### src/option_dispatch_consts.svh
/*
 Constants for the option microcode dispatch block: micro addresses,
 branch codes, opcode decode values, APB offsets and reset values.
 Assumes it is included by bare name, after the type package.
*/
`ifndef OPTION_DISPATCH_CONSTS_SVH
`define OPTION_DISPATCH_CONSTS_SVH

// Micro addresses (octal 100, 500, 640, 17, 7)
`define UADDR_BASE_DISPATCH 10'h040
`define UADDR_OPTION_ENTRY 10'h140
`define UADDR_VECTOR_FORM 10'h1a0
`define UADDR_SERVICE_RETURN 10'h00f
`define UADDR_ALT_TRAP 10'h007
// Trap vector 10 octal
`define TRAP_VECTOR_RSVD 16'h0008
// Option branch codes 17 and 16
`define BR_CODE_DEST_MODE 6'h0f
`define BR_CODE_OPCODE 6'h0e
`define BR_CODE_NONE 6'h00
// Opcode decode on instruction bits 15:9
`define OPC_ARITH_SHIFT_WORD 7'h3a
`define OPC_ARITH_SHIFT_COMB 7'h3b
`define OPC_OWN_LOW 7'h38
`define OPC_OWN_HIGH 7'h3b
// Floating group on instruction bits 15:5
`define OPC_FLOAT_GROUP 11'h3d4
// APB byte offsets
`define APB_OFF_CTRL 12'h000
`define APB_OFF_STATUS 12'h004
`define APB_OFF_RESULT 12'h008
`define APB_OFF_COUNT 12'h00c
// Reset values
`define CTRL_RESET 32'h0000_0001
// Words between the opcode test and the destination path exit
`define DEST_TEST_LEAD 3'h2

`endif

### src/option_dispatch_pkg.sv
/*
 Types for the option microcode dispatch block.
 Assumes nothing beyond a SystemVerilog compiler.
*/
package option_dispatch_pkg;

    typedef enum logic [8:0] {
        ST_IDLE   = 9'h001,
        ST_ENTRY  = 9'h002,
        ST_SECOND = 9'h004,
        ST_DEST   = 9'h008,
        ST_SHIFT  = 9'h010,
        ST_STATUS = 9'h020,
        ST_CLEAN  = 9'h040,
        ST_VECTOR = 9'h080,
        ST_TRAPST = 9'h100
    } flow_state_t;

    // 81-bit option microword: upper 24 bits feed the option register
    typedef struct packed {
        logic [23:0] opt_hi;
        logic [5:0] branch;
        logic [9:0] next_addr;
        logic [40:0] ctl;
    } microword_t;

    // Condition bits handed back to the processor status
    typedef struct packed {
        logic n;
        logic z;
        logic v;
        logic c;
    } cond_t;

    typedef struct packed {
        logic [15:0] high;
        logic [15:0] low;
        cond_t cc;
    } shift_res_t;

endpackage

### src/option_microcode_dispatch.sv
/*
 Option microcode dispatch: hands microprogram control between the
 processor's basic control store and the option store, re-decodes the
 instruction, walks the destination paths, performs both arithmetic
 shifts, and exits through the service return or the alternate trap.
 Assumes all processor strobes are synchronous to sys_clk_i and that
 the processor keeps its own side of the hand-off.
*/
// The APB interface to the registers and the address map were left to the implementer.
`timescale 1ns/100ps
`include "option_dispatch_consts.svh"

module option_microcode_dispatch
    import option_dispatch_pkg::*;
(
    // Clock and reset
    input wire logic sys_clk_i,
    input wire logic rst_i,
    // APB slave
    input wire logic psel_i,
    input wire logic penable_i,
    input wire logic pwrite_i,
    input wire logic [11:0] paddr_i,
    input wire logic [31:0] pwdata_i,
    output logic [31:0] prdata_o,
    output logic pready_o,
    output logic pslverr_o,
    // Processor dispatch hand-off
    input wire logic dispatch_test_i,
    input wire logic timing_pulse_i,
    input wire logic reserved_instr_flag_i,
    input wire logic store_select_bit_i,
    input wire logic [15:0] instr_i,
    output logic store_select_clk_o,
    output logic store_select_d_o,
    output logic option_store_en_o,
    output logic base_store_dis_o,
    output logic trap_flag_clr_o,
    // Microword buses
    output logic [56:0] micro_word_o,
    output logic [23:0] option_word_o,
    output logic [9:0] micro_pointer_o,
    output logic [5:0] option_branch_code_o,
    // Datapath operands
    input wire logic [15:0] bus_data_i,
    input wire logic [15:0] dest_reg_i,
    input wire logic [15:0] source_field_reg_i,
    input wire logic [15:0] odd_partner_reg_i,
    input wire logic [15:0] special_trap_marker_i,
    // Datapath results
    output logic [15:0] destination_field_reg_o,
    output logic [15:0] holding_reg_o,
    output logic [15:0] b_reg_o,
    output logic [15:0] source_field_wr_o,
    output logic [15:0] odd_partner_wr_o,
    output logic odd_partner_we_o,
    output logic [15:0] vector_scratch_o,
    output logic [15:0] trap_vector_o,
    output logic [3:0] proc_status_cc_o
);

    flow_state_t state_ff, nxt_state;
    logic option_enable_ff;
    logic option_select_copy_ff;
    logic [2:0] dest_cnt_ff;
    logic [2:0] dest_mode_ff;
    logic is_own_ff, is_float_ff, is_comb_ff;
    cond_t cc_ff;
    logic [15:0] entry_count_ff, trap_count_ff;
    logic apb_access;
    logic [31:0] rd_mux;
    logic rd_hit;
    logic [6:0] opc;
    shift_res_t shift_res;
    microword_t uword;

    assign opc = instr_i[15:9];

    // Signed shift over 32 bits; word mode puts the operand in the high half
    function automatic shift_res_t do_shift(input logic [15:0] hi, input logic [15:0] lo,
                                            input logic [5:0] cnt, input logic comb);
        logic [31:0] x;
        logic [32:0] tmp;
        logic [31:0] r;
        logic [5:0] n;
        shift_res_t res;
        x = comb ? {hi, lo} : {hi, 16'h0000};
        res = '0;
        if (cnt[5])
        begin
            n = 6'(-cnt);
            tmp = 33'($signed({x, 1'b0}) >>> n);
            r = tmp[32:1];
            res.cc.c = comb ? tmp[0] : tmp[16];
            res.cc.v = 1'b0;
        end
        else
        begin
            tmp = {1'b0, x} << cnt;
            r = tmp[31:0];
            res.cc.c = (cnt == 6'h00) ? 1'b0 : tmp[32];
            res.cc.v = (32'($signed(r) >>> cnt) != x);
        end
        res.high = r[31:16];
        res.low = comb ? r[15:0] : r[31:16];
        res.cc.n = r[31];
        res.cc.z = comb ? (r == 32'h0) : (r[31:16] == 16'h0);
        return res;
    endfunction

    assign shift_res = do_shift(source_field_reg_i, odd_partner_reg_i | 16'h0000,
                                holding_reg_o[5:0], is_comb_ff);

    // Flow sequencing
    always_comb
    begin
        nxt_state = state_ff;
        unique case (state_ff)
            ST_IDLE:
                if (option_enable_ff && store_select_bit_i)
                    nxt_state = ST_ENTRY;
            ST_ENTRY:
                nxt_state = ST_SECOND;
            ST_SECOND:
                if (is_float_ff)
                    nxt_state = ST_STATUS;
                else if (!is_own_ff)
                    nxt_state = ST_VECTOR;
                else
                    nxt_state = ST_DEST;
            ST_DEST:
                if (dest_cnt_ff == 3'h0)
                    nxt_state = ST_SHIFT;
            ST_SHIFT:
                nxt_state = ST_STATUS;
            ST_STATUS:
                nxt_state = ST_CLEAN;
            ST_CLEAN:
                nxt_state = ST_IDLE;
            ST_VECTOR:
                nxt_state = ST_TRAPST;
            ST_TRAPST:
                nxt_state = ST_IDLE;
            default:
                nxt_state = ST_IDLE;
        endcase
    end

    always_ff @(posedge sys_clk_i or posedge rst_i)
    begin
        if (rst_i)
            state_ff <= ST_IDLE;
        else
            state_ff <= nxt_state;
    end

    // Microword contents per flow word
    always_comb
    begin
        uword = '0;
        uword.ctl = {32'h0, state_ff};
        uword.opt_hi = {15'h0, state_ff};
        unique case (state_ff)
            ST_IDLE:
                uword.opt_hi = 24'h0;
            ST_ENTRY:
            begin
                uword.branch = `BR_CODE_DEST_MODE;
                uword.next_addr = `UADDR_OPTION_ENTRY;
            end
            ST_DEST:
                if (dest_cnt_ff == `DEST_TEST_LEAD)
                    uword.branch = `BR_CODE_OPCODE;
            ST_CLEAN:
            begin
                uword.opt_hi = 24'h0;
                uword.next_addr = `UADDR_SERVICE_RETURN;
            end
            ST_VECTOR:
                uword.next_addr = `UADDR_VECTOR_FORM;
            ST_TRAPST:
                uword.next_addr = `UADDR_ALT_TRAP;
            default:
                uword.branch = `BR_CODE_NONE;
        endcase
    end

    // Option store drives the shared microword bus only while selected
    always_ff @(posedge sys_clk_i or posedge rst_i)
    begin
        if (rst_i)
        begin
            micro_word_o <= 57'h0;
            option_word_o <= 24'h0;
            micro_pointer_o <= 10'h0;
            option_branch_code_o <= 6'h00;
        end
        else
        begin
            micro_word_o <= store_select_bit_i ? uword[56:0] : 57'h0;
            option_word_o <= uword.opt_hi;
            micro_pointer_o <= uword.next_addr;
            option_branch_code_o <= uword.branch;
        end
    end

    // Select bit clocking: dispatch entry sets, the status and vector words clear it
    always_ff @(posedge sys_clk_i or posedge rst_i)
    begin
        if (rst_i)
        begin
            store_select_clk_o <= 1'b0;
            store_select_d_o <= 1'b0;
        end
        else if (dispatch_test_i && timing_pulse_i && option_enable_ff)
        begin
            store_select_clk_o <= 1'b1;
            store_select_d_o <= reserved_instr_flag_i & option_select_copy_ff;
        end
        else if (state_ff == ST_STATUS || state_ff == ST_VECTOR)
        begin
            store_select_clk_o <= 1'b1;
            store_select_d_o <= 1'b0;
        end
        else
        begin
            store_select_clk_o <= 1'b0;
            store_select_d_o <= 1'b0;
        end
    end

    // The copy follows the enable so a missing option never answers dispatch
    always_ff @(posedge sys_clk_i or posedge rst_i)
    begin
        if (rst_i)
        begin
            option_select_copy_ff <= 1'b0;
            option_store_en_o <= 1'b0;
            base_store_dis_o <= 1'b0;
        end
        else
        begin
            option_select_copy_ff <= option_enable_ff;
            option_store_en_o <= store_select_bit_i;
            base_store_dis_o <= store_select_bit_i;
        end
    end

    // Instruction re-decode in the entry word
    always_ff @(posedge sys_clk_i or posedge rst_i)
    begin
        if (rst_i)
        begin
            is_own_ff <= 1'b0;
            is_float_ff <= 1'b0;
            is_comb_ff <= 1'b0;
            dest_mode_ff <= 3'h0;
            trap_flag_clr_o <= 1'b0;
        end
        else
        begin
            trap_flag_clr_o <= 1'b0;
            if (state_ff == ST_ENTRY)
            begin
                is_float_ff <= (instr_i[15:5] == `OPC_FLOAT_GROUP);
                is_own_ff <= ((opc >= `OPC_OWN_LOW) && (opc <= `OPC_OWN_HIGH))
                    || (instr_i[15:5] == `OPC_FLOAT_GROUP);
                is_comb_ff <= (opc == `OPC_ARITH_SHIFT_COMB);
                dest_mode_ff <= instr_i[5:3];
                trap_flag_clr_o <= ((opc >= `OPC_OWN_LOW) && (opc <= `OPC_OWN_HIGH))
                    || (instr_i[15:5] == `OPC_FLOAT_GROUP);
            end
        end
    end

    // Destination path length grows with mode up to mode 5; the opcode test sits two words early
    always_ff @(posedge sys_clk_i or posedge rst_i)
    begin
        if (rst_i)
            dest_cnt_ff <= 3'h0;
        else if (state_ff == ST_SECOND)
            dest_cnt_ff <= (dest_mode_ff == 3'h0) ? `DEST_TEST_LEAD
                : ((dest_mode_ff > 3'h5) ? 3'h7 : dest_mode_ff + `DEST_TEST_LEAD);
        else if (state_ff == ST_DEST && dest_cnt_ff != 3'h0)
            dest_cnt_ff <= dest_cnt_ff - 3'h1;
    end

    // Datapath copies: operand capture, shift results, trap vector
    always_ff @(posedge sys_clk_i or posedge rst_i)
    begin
        if (rst_i)
        begin
            destination_field_reg_o <= 16'h0;
            holding_reg_o <= 16'h0;
            b_reg_o <= 16'h0;
            source_field_wr_o <= 16'h0;
            odd_partner_wr_o <= 16'h0;
            odd_partner_we_o <= 1'b0;
            vector_scratch_o <= 16'h0;
            trap_vector_o <= 16'h0;
            cc_ff <= '0;
        end
        else
        begin
            odd_partner_we_o <= 1'b0;
            unique case (state_ff)
                ST_DEST:
                    if (dest_cnt_ff == 3'h0)
                    begin
                        // Register mode needs no bus cycle
                        destination_field_reg_o <= (dest_mode_ff == 3'h0) ? dest_reg_i
                            : bus_data_i;
                        holding_reg_o <= (dest_mode_ff == 3'h0) ? dest_reg_i
                            : bus_data_i;
                        b_reg_o <= (dest_mode_ff == 3'h0) ? dest_reg_i : bus_data_i;
                    end
                ST_SHIFT:
                begin
                    holding_reg_o <= shift_res.high;
                    b_reg_o <= shift_res.high;
                    source_field_wr_o <= shift_res.high;
                    odd_partner_wr_o <= shift_res.low;
                    odd_partner_we_o <= is_comb_ff;
                    cc_ff <= shift_res.cc;
                end
                ST_VECTOR:
                    trap_vector_o <= `TRAP_VECTOR_RSVD;
                ST_TRAPST:
                begin
                    vector_scratch_o <= special_trap_marker_i;
                    b_reg_o <= special_trap_marker_i;
                end
                default:
                    odd_partner_we_o <= 1'b0;
            endcase
        end
    end

    always_ff @(posedge sys_clk_i or posedge rst_i)
    begin
        if (rst_i)
            proc_status_cc_o <= 4'h0;
        else if (state_ff == ST_STATUS)
            proc_status_cc_o <= cc_ff;
    end

    always_ff @(posedge sys_clk_i or posedge rst_i)
    begin
        if (rst_i)
        begin
            entry_count_ff <= 16'h0;
            trap_count_ff <= 16'h0;
        end
        else
        begin
            if (state_ff == ST_ENTRY)
                entry_count_ff <= entry_count_ff + 16'h1;
            if (state_ff == ST_TRAPST)
                trap_count_ff <= trap_count_ff + 16'h1;
        end
    end

    // APB slave: one wait state so the read data comes from a flip-flop
    assign apb_access = psel_i && penable_i && !pready_o;

    always_comb
    begin
        rd_hit = 1'b1;
        rd_mux = 32'h0;
        unique case (paddr_i)
            `APB_OFF_CTRL:
                rd_mux = {31'h0, option_enable_ff};
            `APB_OFF_STATUS:
                rd_mux = {16'h0, cc_ff, 2'h0, option_select_copy_ff, state_ff};
            `APB_OFF_RESULT:
                rd_mux = {source_field_wr_o, odd_partner_wr_o};
            `APB_OFF_COUNT:
                rd_mux = {trap_count_ff, entry_count_ff};
            default:
                rd_hit = 1'b0;
        endcase
    end

    always_ff @(posedge sys_clk_i or posedge rst_i)
    begin
        if (rst_i)
        begin
            pready_o <= 1'b0;
            pslverr_o <= 1'b0;
            prdata_o <= 32'h0;
        end
        else
        begin
            pready_o <= apb_access;
            pslverr_o <= apb_access && !rd_hit;
            prdata_o <= (apb_access && !pwrite_i) ? rd_mux : 32'h0;
        end
    end

    always_ff @(posedge sys_clk_i or posedge rst_i)
    begin
        if (rst_i)
            option_enable_ff <= 1'(`CTRL_RESET);
        // Write lands on the completion edge, when the master sees pready high
        else if (psel_i && penable_i && pready_o && pwrite_i && paddr_i == `APB_OFF_CTRL)
            option_enable_ff <= pwdata_i[0];
    end

endmodule

### config.mk
export PLATFORM = sky130hd
export DESIGN_NAME = option_microcode_dispatch
export DESIGN_NICKNAME = d
export VERILOG_FILES = /design/src/option_dispatch_pkg.sv /design/src/option_microcode_dispatch.sv
export VERILOG_INCLUDE_DIRS = /design/src
export SDC_FILE = /design/constraint.sdc
export NUM_CORES = 1
export LEC_CHECK = 0
export BUFFER_PORTS_ARGS = -buffer_cell sky130_fd_sc_hd__clkbuf_2
export CORE_MARGIN = 2
export CORE_UTILIZATION = 40
export CTS_BUF_LIST = sky130_fd_sc_hd__clkbuf_4
export CTS_CLUSTER_DIAMETER = 200
export DETAILED_ROUTE_END_ITERATION = 8
export PLACE_DENSITY_LB_ADDON = 0.05
export SYNTH_ARGS = -nofsm -noshare
export SYNTH_HDL_FRONTEND = slang
export SYNTH_SLANG_ARGS = --single-unit
### constraint.sdc
create_clock -name sys_clk_i -period 9.77 [get_ports sys_clk_i]
set_input_delay 1.4655 -clock sys_clk_i [delete_from_list [all_inputs] [get_ports sys_clk_i]]
set_output_delay 1.4655 -clock sys_clk_i [all_outputs]
set_load 0.01 [all_outputs]
==> results.toml <==
[power]
power_density_nw_per_um2 = 124.6
p_leak_uw = 0.009146
peakVddDrop_uv = 63.62

[global_routing]
grt_overflow_total = 0
grt_max_degree = 106
grt_first_pass_wirelength_um = 112000
first_global_vias = 16885
antenna_found_initial = 6
grt_usage_pct = 33.45

[layout]
final-seq-area_um2 = 5692
fin_util_pct = 45.66
fill_cells = 4455
multi_input_area_um2 = 10540
syn_to_final_growth_pct = 12.54
nets = 2472
drive_gt1_share_pct = 24.67
fin_area_um2 = 19710

[logic_synthesis]
syn_area_um2 = 17510
ys.flop_type = "dfrtp_1"
synth-async-reset-ratio_pct = 100.0
yosys_warnings = 0
synth_area_per_cell_um2 = 8.305
syn_inst = 2109
ys_seq_elements = 227
ys_seq_area_share_pct = 32.45
ys_types = 108
synth_edf_count = 0

[worst_setup_path]
crit_path_cell_trace = "buf_4 > buf_4 > nor2_1 > a32oi_1 > and2_1 > o31ai_1 > a311oi_1 > a22o_1 > o31ai_1 > a221oi_1 > xor2_1 > nor2_1 > nor4_1 > a41oi_1"
path_class = "register to register"
crit_slowest_cell = "a311oi_1"
cp_num_buf_inv = 2
crit_cells = 14
setup.worst_path.end = "cc_ff[1]"
r2r_start = "holding_reg_o[1]"
worstPathMaxFanout = 33
reg2regPathDepth = 14
endpoint_kind = "register"
startpoint = "holding_reg_o[1]"
arrival_ps = 6330
max_stage_delay_ps = 1070
cp_top_family = "compound AO/OA/AOI/OAI gates"
critPathLaunchType = "register"
worstReg2RegEnd = "cc_ff[1]"
cp_data_required_time_ps = 10370
regToRegSetupSlack_ps = 4050

[timing]
timing.final.ws_setup_ps = 4046
rsz0062_at_grt = "false"
fmax_mhz = 174.7
fin_skew_ps = 53.63
tns_ps = 0
slew_violations = 0
fin_crit_ps = 5724
setup_violations = 0
hold_slack_ps = 460.3
hold_viol_final = 0
slew_headroom_pct = 4.888
fin_crit_sh_pct = 58.59
tightest_slew_ps = 1409

[floorplanning]
die_h_um = 213.3
coreArea_um2 = 43170
row_count = 76
num_io_pins = 402
die_w_um = 213.3
start_util_pct = 40.57
die_area_um2 = 45480

[hold_path]
holdPathStages = 0
min_path_type = "register to register"

[job]
drv_cap = 0

[clock_network]
postCtsSetupBuffers = 0
clk_pin_slew_ps = 80
cts_tree = "yes"
cts_resized = 0
cts_made_buffers = 67
ctsHtreeMaxLevel = 3
clockBufferDepth = 3
cts_root_buf = "clkbuf_4"
hold_buffers = 0
clk_latency_ps = 740
cts.sinks = 227

[routing]
wl_met1_um = 31230
drc_errors = 0
top_layer_used = "met5"
via_per_inst = 6.103
vias = 17974
totalWireLength_um = 77340
wl_met2_um = 35190
met3_length_um = 6474
drt-initial-drc-count = 2179
wire_per_inst_um = 26.26
antenna_left = 0
first_pass_iters = 6

[placement]
dpl.hpwl_um = 57320
dpl-instance-area_um2 = 18900
pre_cts_ws_ps = 4046
place_congestion = 1.050
io_buffers = 297

[status]
status = "finished, final reports clean"
area by class of cell:
| class | count | share of cell area [%] |
|---|---|---|
| Timing Repair Buffer | 343 | 9.293 |
| Clock inverter | 11 | 0.2920 |
| Antenna cell | 1 | 0.01270 |
| Inverter | 26 | 0.5332 |
| Clock buffer | 100 | 3.809 |
| Multi-Input combinational cell | 1652 | 53.47 |
| Sequential cell | 227 | 28.88 |
| Tap cell | 585 | 3.714 |
logic make-up after synthesis:
logic type | share of synthesized area, %
buf+inv | 9.208
fa+ha+maj | 0.4286
mux | 12.13
flops | 32.45
xor+xnor | 2.193
other cells | 0.02141
simple gates | 20.37
compound gates | 23.20
state kept, by name, summed over array words and instances, names as in the netlist, 4 cells and up:
register                 count
b_reg_o                     16
micro_word_o                16
destination_field_reg_o     16
entry_count_ff              16
odd_partner_wr_o            16
trap_count_ff               16
vector_scratch_o            16
prdata_o                    32
micro_pointer_o              5
holding_reg_o               16
source_field_wr_o           16
option_word_o                9
proc_status_cc_o             4
state_ff                     9
synth_stat cells, types with 17 or more instances:
| cell type | number | area [um2] |
|---|---|---|
| nor4_1 | 18 | 112.6 |
| inv_1 | 24 | 90.09 |
| mux4_2 | 23 | 518.0 |
| a31oi_1 | 35 | 219.0 |
| nand4_1 | 22 | 137.6 |
| xnor2_1 | 26 | 227.7 |
| nand2_1 | 282 | 1059 |
| nor2b_1 | 20 | 125.1 |
| clkbuf_1 | 118 | 442.9 |
| a21oi_1 | 108 | 540.5 |
| nor2_1 | 207 | 777.0 |
| o22ai_1 | 27 | 168.9 |
| a22oi_1 | 43 | 322.8 |
| and3_1 | 22 | 137.6 |
| dfrtp_1 | 225 | 5630 |
| nor3_1 | 32 | 160.2 |
| mux2_2 | 42 | 473.0 |
| o21a_1 | 25 | 187.7 |
| and2_1 | 24 | 150.1 |
| buf_4 | 87 | 653.1 |
| o211ai_1 | 37 | 277.8 |
| o21ai_0 | 110 | 550.5 |
| a21o_1 | 17 | 127.6 |
| nand3_1 | 66 | 330.3 |
| buf_1 | 20 | 75.07 |
| mux2i_1 | 104 | 1041 |
| buf_2 | 33 | 165.2 |
worst min-delay path by stage:
stage,startpoint,endpoint,slack (ps)
2_1_floorplan,option_enable_ff,option_select_copy_ff,410
3_3_place_gp,option_enable_ff,option_select_copy_ff,450
3_5_place_dp,option_enable_ff,option_select_copy_ff,450
4_1_cts,option_enable_ff,option_select_copy_ff,460
5_1_grt,option_enable_ff,option_select_copy_ff,470
6_report,option_enable_ff,option_select_copy_ff,460
placed cells by master, fill, tap and decap left out, drive strengths merged, types with 47 or more instances in the layout:
master    n
nand2   282
conb     70
mux2i   105
nor2    214
o21ai   125
clkbuf  397
a22oi    47
nand3    67
mux2     48
a21oi   108
dfrtp   225
routing by layer:
layer  vias up  GRT usage (%)
met1      8669          43.60
met4         2          18.56
met3       260          6.457
met2      1017          52.14
li1       8026              -
met5         -              0
power by group:
part | switching, uW | internal [uW]
Clock | 403 | 464
Combinational | 431 | 206
Sequential | 5.28 | 945
metrics by stage:
step	instances	power [uW]
2_1_floorplan	2178	1394
3_3_place_gp	2833	1584
3_5_place_dp	2833	1581
4_1_cts	2944	2465
5_1_grt	2945	2578
6_report	2945	2455
Power figures use the tool's default switching activity.
